==> config.mk <==
export PLATFORM = sky130hd
export DESIGN_NAME = lcrcmd_top
export DESIGN_NICKNAME = d
export VERILOG_FILES = /design/src/verilog/lcrcmd_pkg.sv /design/src/verilog/lcrcmd_top.sv
export VERILOG_INCLUDE_DIRS = /design/src /design/src/verilog
export SDC_FILE = /design/constraint.sdc
export NUM_CORES = 1
export LEC_CHECK = 0
export BUFFER_PORTS_ARGS = -buffer_cell sky130_fd_sc_hd__buf_2
export CAP_MARGIN = 20
export CORE_MARGIN = 2
export CORE_UTILIZATION = 55
export DETAILED_ROUTE_END_ITERATION = 16
export PLACE_DENSITY = 0.82
export SYNTH_ARGS = -nofsm -noshare
export SYNTH_HDL_FRONTEND = slang
export SYNTH_SLANG_ARGS = --single-unit
==> constraint.sdc <==
create_clock -name i_clk -period 8.28 [get_ports i_clk]
set_clock_uncertainty 0.05 [all_clocks]
set_input_delay 1.242 -clock i_clk [delete_from_list [all_inputs] [get_ports i_clk]]
set_output_delay 1.242 -clock i_clk [all_outputs]
set_load 0.03 [all_outputs]
==> src/verilog/lcrcmd_defines.svh <==
/*
  Register offsets, field values and timing constants of the trigger,
  fetch-format and fixture-correction command block.
  Assumes a byte-addressed plain register port with 8-bit addresses.
*/
`ifndef LCRCMD_DEFINES_SVH
`define LCRCMD_DEFINES_SVH

`define LC_A_TRIGGER_COMMAND_SRC  8'h00
`define LC_A_TRIGGER_COMMAND      8'h04
`define LC_A_DELAY     8'h08
`define LC_A_LEN       8'h0C
`define LC_A_CHANNEL_SELECT_A    8'h10
`define LC_A_EN0       8'h14
`define LC_A_LOAD_TYPE 8'h2C
`define LC_A_CORR_RUN  8'h30
`define LC_A_STATUS    8'h34
`define LC_A_FETCH     8'h38

`define LC_EN_COUNT    3'h6
`define LC_DELAY_MIN_B 31
`define LC_DELAY_MAX_B 30
`define LC_DELAY_MAX   16'hEA60
`define LC_LEN_MAX     2'h2
`define LC_LOAD_TYPES  5'h14
`define LC_CORR_LAST   6'h28
`define LC_ASCII_ON    8'h31
`define LC_ASCII_OFF   8'h30
`define LC_BUF_DEPTH   40

`define LC_STEP_NS     32'h000F_4240
`define LC_CLK_NS      32'h0000_0004

`endif

==> src/verilog/lcrcmd_pkg.sv <==
/*
  Types of the trigger, fetch-format and correction command block.
  Assumes the constants header is compiled alongside.
*/
package lcrcmd_pkg;

  typedef enum logic [1:0] {
    SRC_INT  = 2'b00,
    SRC_EXT  = 2'b01,
    SRC_BUS  = 2'b10,
    SRC_HOLD = 2'b11
  } lcr_src_t;

  typedef enum logic [1:0] {
    TS_IDLE = 2'b00,
    TS_WAIT = 2'b01,
    TS_MEAS = 2'b10
  } lcr_ts_t;

  typedef enum logic [1:0] {
    MODE_NORM = 2'b00,
    MODE_LIST = 2'b01,
    MODE_XFMR = 2'b10
  } lcr_mode_t;

  typedef enum logic [2:0] {
    F_IDLE = 3'b000,
    F_SEQ  = 3'b001,
    F_A    = 3'b010,
    F_B    = 3'b011,
    F_ST   = 3'b100,
    F_BIN  = 3'b101,
    F_JDG  = 3'b110
  } lcr_fld_t;

  typedef struct packed {
    logic [7:0]  addr;
    logic [31:0] wdata;
    logic        wr;
    logic        rd;
  } lcr_bus_t;

  typedef struct packed {
    logic        sgn;
    logic [23:0] mant;
    logic        esgn;
    logic [7:0]  exp;
  } lcr_num_t;

  typedef struct packed {
    lcr_num_t    a;
    lcr_num_t    b;
    logic [2:0]  state;
    logic [3:0]  bin;
    logic [1:0]  judge;
    lcr_mode_t   mode;
    logic [2:0]  seq;
    logic        phase_rev;
  } lcr_res_t;

  typedef struct packed {
    logic        active;
    logic        short_run;
    logic [5:0]  point;
  } lcr_corr_t;

  typedef struct packed {
    lcr_src_t    src;
    logic [15:0] delay_ms;
    logic [1:0]  len;
    logic        multi;
    logic [4:0]  load_type;
    logic [5:0]  en;
  } lcr_cfg_t;

endpackage

==> src/verilog/lcrcmd_top.sv <==
/*
  Trigger control, fetch result formatting and fixture correction
  settings of a precision impedance meter, reached over a plain
  register port.
  Assumes one 250 MHz clock, handler and key pins asynchronous,
  results and measurement-done from logic on the same clock.
*/
// The implementer's own choices: the plain strobed port and the register offsets.
`include "lcrcmd_defines.svh"
// Notes on behaviour
// one single-shot trigger starts exactly one measurement
// trigger source: internal, handler port, bus command, front key
// reset selects internal self-running triggering
// post-trigger delay 0 to 60 s in 1 ms steps
// minimum keyword sets the delay to zero
// maximum keyword sets the delay to sixty seconds
// primary and secondary results are 12-character exponent fields
// state codes -1 empty, 0 normal, 1 to 4 fault kinds
// state field is sign plus one digit
// states -1, 1, 2 report 9.9E37 in data fields
// bin field 0 out of limits, 1 to 9 bins, 10 auxiliary
// bin field appended only while comparator is on
// bin field is sign plus one or two digits
// list judgment -1 low, 0 good, 1 high, two characters
// list judgment reads 0 while list comparison is off
// transformer result opens with item sequence number 1 to 4
// turns ratio secondary field is the phase sign
// sequence above 3 drops the secondary field
// cable length accepts only 0, 1 or 2 metres
// correction channel_select_a single or multi channel, readable
// open and short correction sweep 41 preset points
// enables take ASCII '1' as on and '0' as off
// load correction holds one of twenty parameter pairs, readable
// each spot frequency point has its own readable enable
// bus single-shot trigger acts only under bus source
// host selects bus source, triggers, then fetches
module lcrcmd_top
  import lcrcmd_pkg::*;
#(
  parameter int unsigned P_MS_CYCLES = `LC_STEP_NS / `LC_CLK_NS
) (
  input  wire logic     i_clk,
  input  wire logic     i_rst,
  input  wire lcr_bus_t i_bus,
  output logic [31:0]   o_rdata,
  input  wire logic     i_handler_trigger_command,
  input  wire logic     i_key_trigger_command,
  input  wire logic     i_res_valid,
  input  wire lcr_res_t i_res,
  input  wire logic     i_comp_on,
  input  wire logic     i_list_cmp_on,
  input  wire logic     i_meas_done,
  output logic          o_meas_start,
  output logic          o_corr_store,
  output lcr_corr_t     o_corr,
  output lcr_cfg_t      o_cfg
);

  function automatic logic [7:0] dig(input logic [3:0] d);
    return {4'h3, d};
  endfunction

  function automatic logic [7:0] sgn(input logic neg);
    return neg ? 8'h2D : 8'h2B;
  endfunction

  function automatic logic [7:0] num_ch(input lcr_num_t n,
                                        input logic [3:0] i);
    logic [7:0] c;
    unique case (i)
      4'h0:    c = sgn(n.sgn);
      4'h1:    c = dig(n.mant[23:20]);
      4'h2:    c = 8'h2E;
      4'h3:    c = dig(n.mant[19:16]);
      4'h4:    c = dig(n.mant[15:12]);
      4'h5:    c = dig(n.mant[11:8]);
      4'h6:    c = dig(n.mant[7:4]);
      4'h7:    c = dig(n.mant[3:0]);
      4'h8:    c = 8'h45;
      4'h9:    c = sgn(n.esgn);
      4'hA:    c = dig(n.exp[7:4]);
      default: c = dig(n.exp[3:0]);
    endcase
    return c;
  endfunction

  // register port decode
  logic wr_src, wr_trigger_command, wr_dly, wr_len, wr_meth, wr_type;
  logic wr_run, wr_fetch, rd_fetch;
  logic [31:0] wd;
  assign wd       = i_bus.wdata;
  assign wr_src   = i_bus.wr && i_bus.addr == `LC_A_TRIGGER_COMMAND_SRC;
  assign wr_trigger_command  = i_bus.wr && i_bus.addr == `LC_A_TRIGGER_COMMAND;
  assign wr_dly   = i_bus.wr && i_bus.addr == `LC_A_DELAY;
  assign wr_len   = i_bus.wr && i_bus.addr == `LC_A_LEN;
  assign wr_meth  = i_bus.wr && i_bus.addr == `LC_A_CHANNEL_SELECT_A;
  assign wr_type  = i_bus.wr && i_bus.addr == `LC_A_LOAD_TYPE;
  assign wr_run   = i_bus.wr && i_bus.addr == `LC_A_CORR_RUN;
  assign wr_fetch = i_bus.wr && i_bus.addr == `LC_A_FETCH;
  assign rd_fetch = i_bus.rd && i_bus.addr == `LC_A_FETCH;

  // configuration registers
  lcr_src_t    src_q;
  logic [15:0] dly_q;
  logic [1:0]  len_q;
  logic        multi_q;
  logic [4:0]  type_q;
  logic [5:0]  en_q;
  logic [5:0]  en_rhit;

  always_ff @(posedge i_clk) begin
    if (i_rst) begin
      // internal after reset
      src_q   <= SRC_INT;
      dly_q   <= 16'h0000;
      len_q   <= 2'h0;
      multi_q <= 1'b0;
      type_q  <= 5'h00;
    end else begin
      // four sources
      if (wr_src) begin
        src_q <= lcr_src_t'(wd[1:0]);
      end
      // minimum keyword
      if (wr_dly && wd[`LC_DELAY_MIN_B]) begin
        dly_q <= 16'h0000;
      // maximum keyword
      end else if (wr_dly && wd[`LC_DELAY_MAX_B]) begin
        dly_q <= `LC_DELAY_MAX;
      // range check
      end else if (wr_dly && wd[15:0] <= `LC_DELAY_MAX) begin
        dly_q <= wd[15:0];
      end
      // only 0..2 m
      if (wr_len && wd[31:2] == 30'h0 && wd[1:0] <= `LC_LEN_MAX) begin
        len_q <= wd[1:0];
      end
      // channel_select_a select
      if (wr_meth) begin
        multi_q <= wd[0];
      end
      // twenty pair types
      if (wr_type && wd[31:5] == 27'h0 && wd[4:0] < `LC_LOAD_TYPES) begin
        type_q <= wd[4:0];
      end
    end
  end

  // open, short, load, then the three spot points
  for (genvar i = 0; i < 6; i++) begin : g_en
    logic hit;
    assign hit        = i_bus.addr == 8'(`LC_A_EN0 + 4 * i);
    assign en_rhit[i] = hit;
    always_ff @(posedge i_clk) begin
      if (i_rst) begin
        en_q[i] <= 1'b0;
      // ascii on/off
      end else if (i_bus.wr && hit && wd[31:8] == 24'h0) begin
        // spot enables
        if (wd[7:0] == `LC_ASCII_ON) begin
          en_q[i] <= 1'b1;
        end else if (wd[7:0] == `LC_ASCII_OFF) begin
          en_q[i] <= 1'b0;
        end
      end
    end
  end

  // pin synchronisers, stage one read only by stage two
  logic [1:0] sy1_q, sy2_q, sy3_q;
  logic       hdl_edge, key_edge;
  always_ff @(posedge i_clk) begin
    if (i_rst) begin
      sy1_q <= 2'h0;
      sy2_q <= 2'h0;
      sy3_q <= 2'h0;
    end else begin
      sy1_q <= {i_key_trigger_command, i_handler_trigger_command};
      sy2_q <= sy1_q;
      sy3_q <= sy2_q;
    end
  end
  assign hdl_edge = sy2_q[0] && !sy3_q[0];
  assign key_edge = sy2_q[1] && !sy3_q[1];

  // trigger sequencer
  lcr_ts_t     ts_q;
  logic [17:0] div_q;
  logic [15:0] ms_q;
  logic        tick, trigger_command_ev, start_q, store_q;
  logic        cact_q, cshort_q;
  logic [5:0]  cpt_q;

  assign tick = div_q == 18'(P_MS_CYCLES - 1);
  // bus trigger gated
  assign trigger_command_ev = (src_q == SRC_INT)
                || (src_q == SRC_EXT && hdl_edge)
                || (src_q == SRC_BUS && wr_trigger_command && wd[0])
                || (src_q == SRC_HOLD && key_edge);

  always_ff @(posedge i_clk) begin
    if (i_rst) begin
      ts_q     <= TS_IDLE;
      div_q    <= 18'h0_0000;
      ms_q     <= 16'h0000;
      start_q  <= 1'b0;
      store_q  <= 1'b0;
      cact_q   <= 1'b0;
      cshort_q <= 1'b0;
      cpt_q    <= 6'h00;
    end else begin
      start_q <= 1'b0;
      store_q <= 1'b0;
      unique case (ts_q)
        TS_IDLE: begin
          div_q <= 18'h0_0000;
          ms_q  <= 16'h0000;
          // sweep start
          if (wr_run && (wd[0] || wd[1]) && !cact_q) begin
            cact_q   <= 1'b1;
            cshort_q <= !wd[0];
            cpt_q    <= 6'h00;
          end else if (cact_q) begin
            start_q <= 1'b1;
            ts_q    <= TS_MEAS;
          // one trigger, one cycle
          end else if (trigger_command_ev) begin
            ts_q <= TS_WAIT;
          end
        end
        TS_WAIT: begin
          // ms delay count
          if (ms_q >= dly_q) begin
            start_q <= 1'b1;
            ts_q    <= TS_MEAS;
          end else if (tick) begin
            div_q <= 18'h0_0000;
            ms_q  <= ms_q + 16'h0001;
          end else begin
            div_q <= div_q + 18'h0_0001;
          end
        end
        TS_MEAS: begin
          if (i_meas_done) begin
            ts_q <= TS_IDLE;
            // R21 41 points stored
            if (cact_q) begin
              store_q <= 1'b1;
              if (cpt_q == `LC_CORR_LAST) begin
                cact_q <= 1'b0;
              end else begin
                cpt_q <= cpt_q + 6'h01;
              end
            end
          end
        end
        default: ts_q <= TS_IDLE;
      endcase
    end
  end

  // result latch; a new result beats the fetch consume
  lcr_res_t res_q, snap_d, r_q;
  logic     have_q, comp_q, lcmp_q;
  always_comb begin
    snap_d = res_q;
    // empty buffer state
    if (!have_q) begin
      snap_d       = '0;
      snap_d.state = 3'b111;
    end
  end

  // formatter: one character per cycle into the line buffer
  lcr_fld_t   fld_q, nxt;
  logic [3:0] cnt_q, flen;
  logic [5:0] wptr_q, rptr_q;
  logic [7:0] mem [`LC_BUF_DEPTH];
  logic [7:0] ch, rch_q;
  logic       sep, is_x, bad, st_neg, pha, jneg, jone;
  logic [2:0] st_mag;
  lcr_num_t   num, ovf;

  assign is_x   = r_q.mode == MODE_XFMR;
  // only -1 is negative; +4 shares the top bit with it
  assign st_neg = r_q.state == 3'b111;
  assign st_mag = st_neg ? 3'(-r_q.state) : r_q.state;
  // fault states
  assign bad = r_q.state == 3'b111 || r_q.state == 3'h1
            || r_q.state == 3'h2;
  assign ovf = {1'b0, 24'h99_0000, 1'b0, 8'h37};
  assign num = bad ? ovf : (fld_q == F_B ? r_q.b : r_q.a);
  // phase sign
  assign pha = is_x && r_q.seq == 3'h1;
  // judgment zero when off
  assign jneg = (is_x || lcmp_q) && r_q.judge == 2'b11;
  assign jone = (is_x || lcmp_q) && r_q.judge != 2'b00;

  always_comb begin
    nxt = F_IDLE;
    unique case (fld_q)
      // sequence first
      F_IDLE: nxt = is_x ? F_SEQ : F_A;
      F_SEQ:  nxt = F_A;
      // no secondary above 3
      F_A:    nxt = (is_x && r_q.seq > 3'h3) ? F_JDG
                  : F_B;
      F_B:    nxt = is_x ? F_JDG : F_ST;
      // bin only with comparator
      F_ST:   nxt = r_q.mode == MODE_LIST ? F_JDG
                  : (comp_q ? F_BIN : F_IDLE);
      F_BIN:  nxt = F_IDLE;
      F_JDG:  nxt = F_IDLE;
      default: nxt = F_IDLE;
    endcase
  end

  always_comb begin
    flen = 4'h2;
    unique case (fld_q)
      // twelve characters
      F_A:   flen = 4'hC;
      F_B:   flen = pha ? 4'h1 : 4'hC;
      // two or three characters
      F_BIN: flen = r_q.bin >= 4'hA ? 4'h3 : 4'h2;
      default: flen = 4'h2;
    endcase
  end
  assign sep = cnt_q == flen;

  always_comb begin
    ch = 8'h00;
    if (sep) begin
      ch = nxt == F_IDLE ? 8'h0A : 8'h2C;
    end else begin
      unique case (fld_q)
        F_SEQ: ch = cnt_q == 4'h0 ? 8'h2B : dig({1'b0, r_q.seq});
        F_A:   ch = num_ch(num, cnt_q);
        F_B:   ch = pha ? sgn(r_q.phase_rev) : num_ch(num, cnt_q);
        // sign and digit
        F_ST:  ch = cnt_q == 4'h0 ? sgn(st_neg) : dig({1'b0, st_mag});
        // bin codes
        F_BIN: begin
          if (cnt_q == 4'h0) begin
            ch = 8'h2B;
          end else if (r_q.bin >= 4'hA) begin
            ch = cnt_q == 4'h1 ? 8'h31 : 8'h30;
          end else begin
            ch = dig(r_q.bin);
          end
        end
        // judgment codes
        F_JDG: ch = cnt_q == 4'h0 ? sgn(jneg) : dig({3'h0, jone});
        default: ch = 8'h00;
      endcase
    end
  end

  logic fmt_busy, can_rd;
  assign fmt_busy = fld_q != F_IDLE;
  assign can_rd   = !fmt_busy && rptr_q < wptr_q;

  always_ff @(posedge i_clk) begin
    if (i_rst) begin
      res_q  <= '0;
      have_q <= 1'b0;
      r_q    <= '0;
      comp_q <= 1'b0;
      lcmp_q <= 1'b0;
      fld_q  <= F_IDLE;
      cnt_q  <= 4'h0;
      wptr_q <= 6'h00;
      rptr_q <= 6'h00;
    end else begin
      if (wr_fetch && !fmt_busy) begin
        r_q    <= snap_d;
        comp_q <= i_comp_on && have_q;
        lcmp_q <= i_list_cmp_on;
        have_q <= 1'b0;
        fld_q  <= snap_d.mode == MODE_XFMR ? F_SEQ : F_A;
        cnt_q  <= 4'h0;
        wptr_q <= 6'h00;
        rptr_q <= 6'h00;
      end else if (fmt_busy) begin
        wptr_q <= wptr_q + 6'h01;
        cnt_q  <= sep ? 4'h0 : cnt_q + 4'h1;
        if (sep) begin
          fld_q <= nxt;
        end
      end else if (rd_fetch && can_rd) begin
        rptr_q <= rptr_q + 6'h01;
      end
      if (i_res_valid) begin
        res_q  <= i_res;
        have_q <= 1'b1;
      end
    end
  end

  // buffer write port kept free of reset, it is plain storage
  always_ff @(posedge i_clk) begin
    if (fmt_busy) begin
      mem[wptr_q] <= ch;
    end
  end
  assign rch_q = can_rd ? mem[rptr_q] : 8'h00;

  // read data mux
  logic [31:0] rd_mux, rdata_q;
  logic [31:0] st_word;
  assign st_word = {24'h0, cact_q, ts_q, have_q, fmt_busy,
                    can_rd, multi_q, 1'b0};
  assign rd_mux =
      i_bus.addr == `LC_A_TRIGGER_COMMAND_SRC  ? {30'h0, src_q}
    : i_bus.addr == `LC_A_DELAY     ? {16'h0, dly_q}
    : i_bus.addr == `LC_A_LEN       ? {30'h0, len_q}
    : i_bus.addr == `LC_A_CHANNEL_SELECT_A    ? {31'h0, multi_q}
    : i_bus.addr == `LC_A_LOAD_TYPE ? {27'h0, type_q}
    : i_bus.addr == `LC_A_CORR_RUN  ? {26'h0, cpt_q}
    : i_bus.addr == `LC_A_STATUS    ? st_word
    : i_bus.addr == `LC_A_FETCH     ? {24'h0, rch_q}
    : |en_rhit ? {24'h0, 7'h18, |(en_rhit & en_q)}
    : 32'h0000_0000;

  always_ff @(posedge i_clk) begin
    if (i_rst) begin
      rdata_q <= 32'h0000_0000;
    end else begin
      rdata_q <= i_bus.rd ? rd_mux : 32'h0000_0000;
    end
  end

  assign o_rdata      = rdata_q;
  assign o_meas_start = start_q;
  assign o_corr_store = store_q;
  assign o_corr       = '{active: cact_q, short_run: cshort_q,
                          point: cpt_q};
  assign o_cfg        = '{src: src_q, delay_ms: dly_q, len: len_q,
                          multi: multi_q, load_type: type_q,
                          en: en_q};

endmodule
# Word level (Yosys, flattened, before mapping)
# Memories as Yosys holds them, arrays and structs flattened. A register that Yosys moved wholly into a read port is not among the register bits.
# Cells that the tools add are included.
totals:
  regBits: 304
  wordCells: 315
  out_inout_bits: 74
  ram_bits: 320
  in_bits: 133
  memories: 1
classes:
  mux: 80
  magnitude_cmp: 7
  bitwise_logic: 5
  reduce_logical: 97
  n_addsub: 7
  eq_ne: 57
mem_list:
  columns: ["memory", "words", "word_bits", "read_ports", "rd_clocked_by_memory_dff", "write_ports", "line_no", "rtl"]
  rows:
  - ["mem", 40, 8, 1, 1, 1, "lcrcmd_top.sv:278", "logic [7:0] mem [`LC_BUF_DEPTH];"]
op_table:
  columns: ["op", "count"]
  rows:
  - ["two-way mux 83 bit", 1]
  - ["two-way mux 16 bit", 5]
  - ["case mux 7 bit (11 select lines)", 1]
  - ["== test 8 x 6 -> 1 bit, second input constant", 9]
  - ["two-way mux 8 bit", 9]
  - ["two-way mux 34 bit", 2]
  - ["two-way mux 6 bit", 8]
  - ["case mux 8 bit (6 select lines)", 1]
  - ["logical AND 1 bit", 44]
  - ["two-way mux 18 bit", 2]
  - ["two-way mux 3 bit", 12]
  - ["case mux 18 bit (2 select lines)", 1]
  - ["== test 8 x 5 -> 1 bit, second input constant", 4]
  - ["case mux 16 bit (2 select lines)", 1]
  - ["logical NOT 30 bit", 1]
  - ["logical NOT 27 bit", 1]
  - ["logical NOT 24 bit", 1]
  - ["two-way mux 5 bit", 4]
  - ["AND reduction 2 bit", 10]
  - ["adder 18 x 1 -> 18 bit, second input constant", 1]
  - ["adder 6 x 1 -> 6 bit, second input constant", 3]
  - ["== test 18 bit, second input constant", 1]
  - ["two-way mux 2 bit", 9]
  - ["adder 16 x 1 -> 16 bit, second input constant", 1]
  - ["48 further kinds", 121]

# Longest topological paths before layout
logic_depth:
  ltp_word: 12
  depth_mapped: 10
  mapped_depth_nobuf: 8

# Least setup slack after synthesis
# No wires, ideal clock.
synth_timing:
  kind: "flip-flop to flip-flop"
  startpoint: "register fld_q[0]"
  endpoint: "memory mem[0][1] (data pin)"
  period_less_slack_ns: 5.112
  required_time_ns: 7.516
  t_arrival_ns: 4.348
  path_slack_ns: 3.168
  setup_time_ns: 0.714
  stages_incl_launch_ff: 9
  path_buffers: 3
  path_cell_list: "dfxtp_1 -> clkbuf_1 -> nand3b_1 -> clkbuf_1 -> clkbuf_1 -> nand2_1 -> nand4_1 -> o211ai_1 -> o311ai_0"
synth_between:
  elab_chain_cells: 8
  word_cells_on_any_way: 20
  cone_classes: "7 x eq/ne; 11 x mux; 2 x reduce/logical"
synth_rtl:
  columns: ["item", "line_no", "rtl"]
  rows:
  - ["from (decl)", "lcrcmd_top.sv:275", "lcr_fld_t fld_q, nxt;"]
  - ["from (signal assigned)", "lcrcmd_top.sv:380", "fld_q <= snap_d.mode == MODE_XFMR ? F_SEQ : F_A;"]
  - ["from (signal assigned)", "lcrcmd_top.sv:388", "fld_q <= nxt;"]
  - ["== test 3 x 2 -> 1 bit", null, null]
  - ["two-way mux 34 bit (2 in a row)", "lcrcmd_top.sv:292", "assign num = bad ? ovf : (fld_q == F_B ? r_q.b : r_q.a);"]
  - ["two-way mux 3 bit", "lcrcmd_top.sv:64", "return neg ? 8'h2D : 8'h2B;"]
  - ["case mux 7 bit (11 select lines)", "lcrcmd_top.sv:70", "unique case (i)"]
  - ["two-way mux 8 bit", "lcrcmd_top.sv:339", "F_B: ch = pha ? sgn(r_q.phase_rev) : num_ch(num, cnt_q);"]
  - ["case mux 8 bit (6 select lines)", "lcrcmd_top.sv:336", "unique case (fld_q)"]
  - ["two-way mux 8 bit (*)", "lcrcmd_top.sv:333", "if (sep) begin"]
  - ["via ch[1]", "lcrcmd_top.sv:279", "logic [7:0] ch, rch_q;"]
  - ["to (decl)", "lcrcmd_top.sv:278", null]
# Mark *: on every way through the listed nets, which the timed path passes. The rest lies on a longest branch.

# Final worst setup path
layout_timing:
  startpoint: "register cnt_q[0]"
  endpoint: "memory mem[20][2] (data pin)"
layout_between:
  elab_chain_cells: 5
  word_cells_on_any_way: 20
  cone_classes: "11 x eq/ne; 8 x mux; 1 x reduce/logical"
layout_rtl:
  columns: ["item", "line_no", "rtl"]
  rows:
  - ["from (decl)", "lcrcmd_top.sv:276", "logic [3:0] cnt_q, flen;"]
  - ["from (signal assigned)", "lcrcmd_top.sv:386", "cnt_q <= sep ? 4'h0 : cnt_q + 4'h1;"]
  - ["== test 4 bit (tied with other cells)", "lcrcmd_top.sv:70", null]
  - ["case mux 7 bit (11 select lines)", "lcrcmd_top.sv:70", null]
  - ["two-way mux 8 bit", "lcrcmd_top.sv:339", null]
  - ["case mux 8 bit (6 select lines)", "lcrcmd_top.sv:336", null]
  - ["two-way mux 8 bit (*)", "lcrcmd_top.sv:333", null]
  - ["via ch[2]", "lcrcmd_top.sv:279", null]
# Marks and branches as above.

==> impl_metrics.env <==
export IMPL_synth_cells=2198
export IMPL_wire_per_inst_um=22.1
export IMPL_relSlewSlack_pct=25.4
export IMPL_nets=2497
export IMPL_cellPowerDensity_nw_per_um2=205
export IMPL_fin_tns_setup_ns=0
export IMPL_finalSetupViolCount=0
export IMPL_start_util_pct=55.3
export IMPL_r2r_end="mem[20][2]$_DFFE_PP_"
export IMPL_cp_slowest_cell="ha_1"
export IMPL_core_area_um2=45100
export IMPL_hold_class="reg -> reg"
export IMPL_wl_mm=65.7
export IMPL_worstSetupPathType="reg -> reg"
export IMPL_clk_pin_slew_ns=0.06
export IMPL_cts_setup_buffers=0
export IMPL_required_ns=8.53
export IMPL_drive_gt1_share_pct=17.9
export IMPL_cts_num_sinks=574
export IMPL_root_buffer="clkbuf_16"
export IMPL_ys_async_sr_fraction_pct=0
export IMPL_die_w_um=217
export IMPL_post_route_min_period_ns=3.73
export IMPL_worstSkewPairLatency_ns=0.64
export IMPL_synth_area_um2=25000
export IMPL_tritoncts="built"
export IMPL_htree_levels=2
export IMPL_reg2reg_depth=9
export IMPL_grt_pass1_vias=18000
export IMPL_grt_pass1_wl_mm=101
export IMPL_die_h_um=217
export IMPL_synth_edf_count=280
export IMPL_crit_path_start_kind="flip-flop"
export IMPL_r2r_start="cnt_q[0]$_SDFFE_PP0N_"
export IMPL_cts_buffers=55
export IMPL_drt_pre_antenna_iters=6
export IMPL_areaGrowthSynthToFinish_pct=12.6
export IMPL_cap_violations=0
export IMPL_hpwl_mm=43.3
export IMPL_place_congestion=0.947
export IMPL_diodes=0
export IMPL_vias_per_cell=6.29
export IMPL_cp_top_family="compound AO/OA/AOI/OAI gates"
export IMPL_hold_path_depth=1
export IMPL_ys_warn_count=0
export IMPL_synth_main_ff_cell="dfxtp_1"
export IMPL_vias=18700
export IMPL_rows=78
export IMPL_tightest_slew_ns=1.11
export IMPL_dieArea_um2=47100
export IMPL_drt_iter0_drc=2399
export IMPL_antenna_found_initial=0
export IMPL_slew_viol_final=0
export IMPL_io_pins=207
export IMPL_worst_path_max_fanout=40
export IMPL_crit_chain="inv_1 > ha_1 > or3b_2 > mux2i_1 > o32ai_1 > a221oi_1 > o2111ai_1 > a32o_1 > buf_4"
export IMPL_ys_types=84
export IMPL_endpoint_kind="flip-flop"
export IMPL_cts_buffer_depth=3
export IMPL_vdd_drop_max_mv=0.175
export IMPL_fin_util_pct=62.3
export IMPL_clock_fmax_ghz=0.268
export IMPL_min_to="sy2_q[1]$_SDFF_PP0_"
export IMPL_track_usage_pct=27.3
export IMPL_grt_overflow_total=0
export IMPL_io_buffers=190
export IMPL_crit_path_max_incr_delay_ns=0.71
export IMPL_drc=0
export IMPL_rrSetupSlack_ns=4.55
export IMPL_grt_max_degree=94
export IMPL_status="finished, final reports clean"
export IMPL_postCtsHoldBufs=0
export IMPL_ys_seq_elements=574
export IMPL_yosysSeqAreaShare_pct=57.3
export IMPL_ant_nets=0
export IMPL_hp_start="sy1_q[1]$_SDFF_PP0_"
export IMPL_critical_path_buf_inv_count=2
export IMPL_fin_crit_sh_pct=45.0
export IMPL_synth_area_per_cell_um2=11.4
export IMPL_cts_resized=0
export IMPL_p_leak_nw=9.68
export IMPL_cp_depth=9
export IMPL_rsz0062_at_grt="false"
export IMPL_hold_viol=0
export IMPL_critical_path_arrival_ns=3.97
==> synthesized netlist by cell type (all sizes together) (8+ instances only) <==
| master | count | area share (%) |
|---|---|---|
| nor3 | 44 | 0.90 |
| or3 | 22 | 0.55 |
| edfxtp | 280 | 34 |
| o31ai | 16 | 0.48 |
| nor4 | 15 | 0.44 |
| dfxtp | 294 | 24 |
| o2111ai | 9 | 0.32 |
| a31oi | 14 | 0.35 |
| a21oi | 166 | 3.3 |
| nand3b | 8 | 0.24 |
| ha | 35 | 1.8 |
| a21o | 8 | 0.24 |
| nand2 | 220 | 3.3 |
| clkbuf | 113 | 1.7 |
| mux4 | 79 | 7.1 |
| a211oi | 13 | 0.41 |
| and3 | 17 | 0.43 |
| nand4 | 17 | 0.43 |
| nor2 | 206 | 3.1 |
| mux2i | 112 | 4.5 |
| buf | 46 | 1.1 |
| a22oi | 12 | 0.36 |
| o21ai | 55 | 1.1 |
| mux2 | 12 | 0.54 |
| nand2b | 16 | 0.40 |
| nor2b | 17 | 0.43 |
| inv | 51 | 0.77 |
| or4 | 15 | 0.47 |
| nand3 | 140 | 2.8 |
| and2 | 9 | 0.23 |
==> report_power, final <==
group	total [mW]	leakage [nW]	internal (mW)	switching [mW]
logic	0.253	3.93	0.0862	0.166
clock network	2.50	0.847	1.39	1.11
registers	3.01	4.90	2.98	0.0293
==> how the worst max path moves through the flow <==
stage,startpoint,to,slack (ns)
floorplan,fld_q[0]$_SDFFE_PP0P_,mem[0][1]$_DFFE_PP_,3.17
global placement,i_bus[39],r_q[66]$_SDFFE_PP0P_,4.36
detailed placement,i_bus[39],r_q[23]$_SDFFE_PP0P_,4.26
CTS,fld_q[1]$_SDFFE_PP0P_,mem[4][3]$_DFFE_PP_,4.43
global route,cnt_q[0]$_SDFFE_PP0N_,mem[20][2]$_DFFE_PP_,4.39
finish,cnt_q[0]$_SDFFE_PP0N_,mem[20][2]$_DFFE_PP_,4.55
==> per-layer routing <==
metal	GRT usage (%)	wire, um	up-vias	share of wire, %
met4	9.18	2030	0	3.1
met5	0	0	-	0
met2	45.3	31700	1025	48
met1	36.3	26100	9120	40
li1	-	-	8386	-
met3	5.24	5870	163	8.9
==> cell usage in the layout, fill, tap and decap left out, types with 24 or more instances in the layout <==
master       n
a21oi_1    165
buf_2      190
buf_4       24
clkbuf_16   56
dfxtp_1    290
edfxtp_1   280
ha_1        35
inv_1       51
mux2i_1    112
mux4_2      79
nand2_1    220
nand3_1    139
nor2_1     205
nor3_1      43
o21ai_0     53
==> registers in the layout (all words and copies together), names as in the netlist, 3 cells and up, named ones only <==
register and count:
mem 280, o_rdata 16, fld_q 3, ms_q 16
rptr_q 6, dly_q 16, div_q 18, o_cfg 6
cnt_q 4, wptr_q 6, cpt_q 6, res_q 83
r_q 83, type_q 5
==> cell type report <==
cell class / instances / area (um^2)
sequential: 574 / 14300
multi-input combinational: 1429 / 9870
clock inverter: 33 / 328
fill: 3410 / 17000
timing repair buffer: 218 / 1200
inverter: 51 / 191
tap: 600 / 751
clock buffer: 69 / 1460
==> metrics by stage <==
stage / instance area, um^2 / hold WS [ns] / setup slack (ns) / total power [mW] / instances
floorplan: 25000 / 0.364 / 3.17 / 3.22 / 2213
global placement: 26200 / 0.382 / 4.36 / 3.31 / 2867
detailed placement: 26200 / 0.386 / 4.26 / 3.32 / 2868
CTS: 28000 / 0.401 / 4.43 / 5.78 / 2970
global route: 28100 / 0.408 / 4.39 / 5.90 / 2974
finish: 28100 / 0.395 / 4.55 / 5.76 / 2974
==> logic make-up after synthesis <==
group	share of synthesized area (%)
simple gates	15.1
flops	57.3
compound gates	9.71
buf+inv	3.56
mux	12.2
fa+ha+maj	1.75
xor+xnor	0.456
other cells	0.0150
Note: power is estimated with default switching activity, not from simulation.
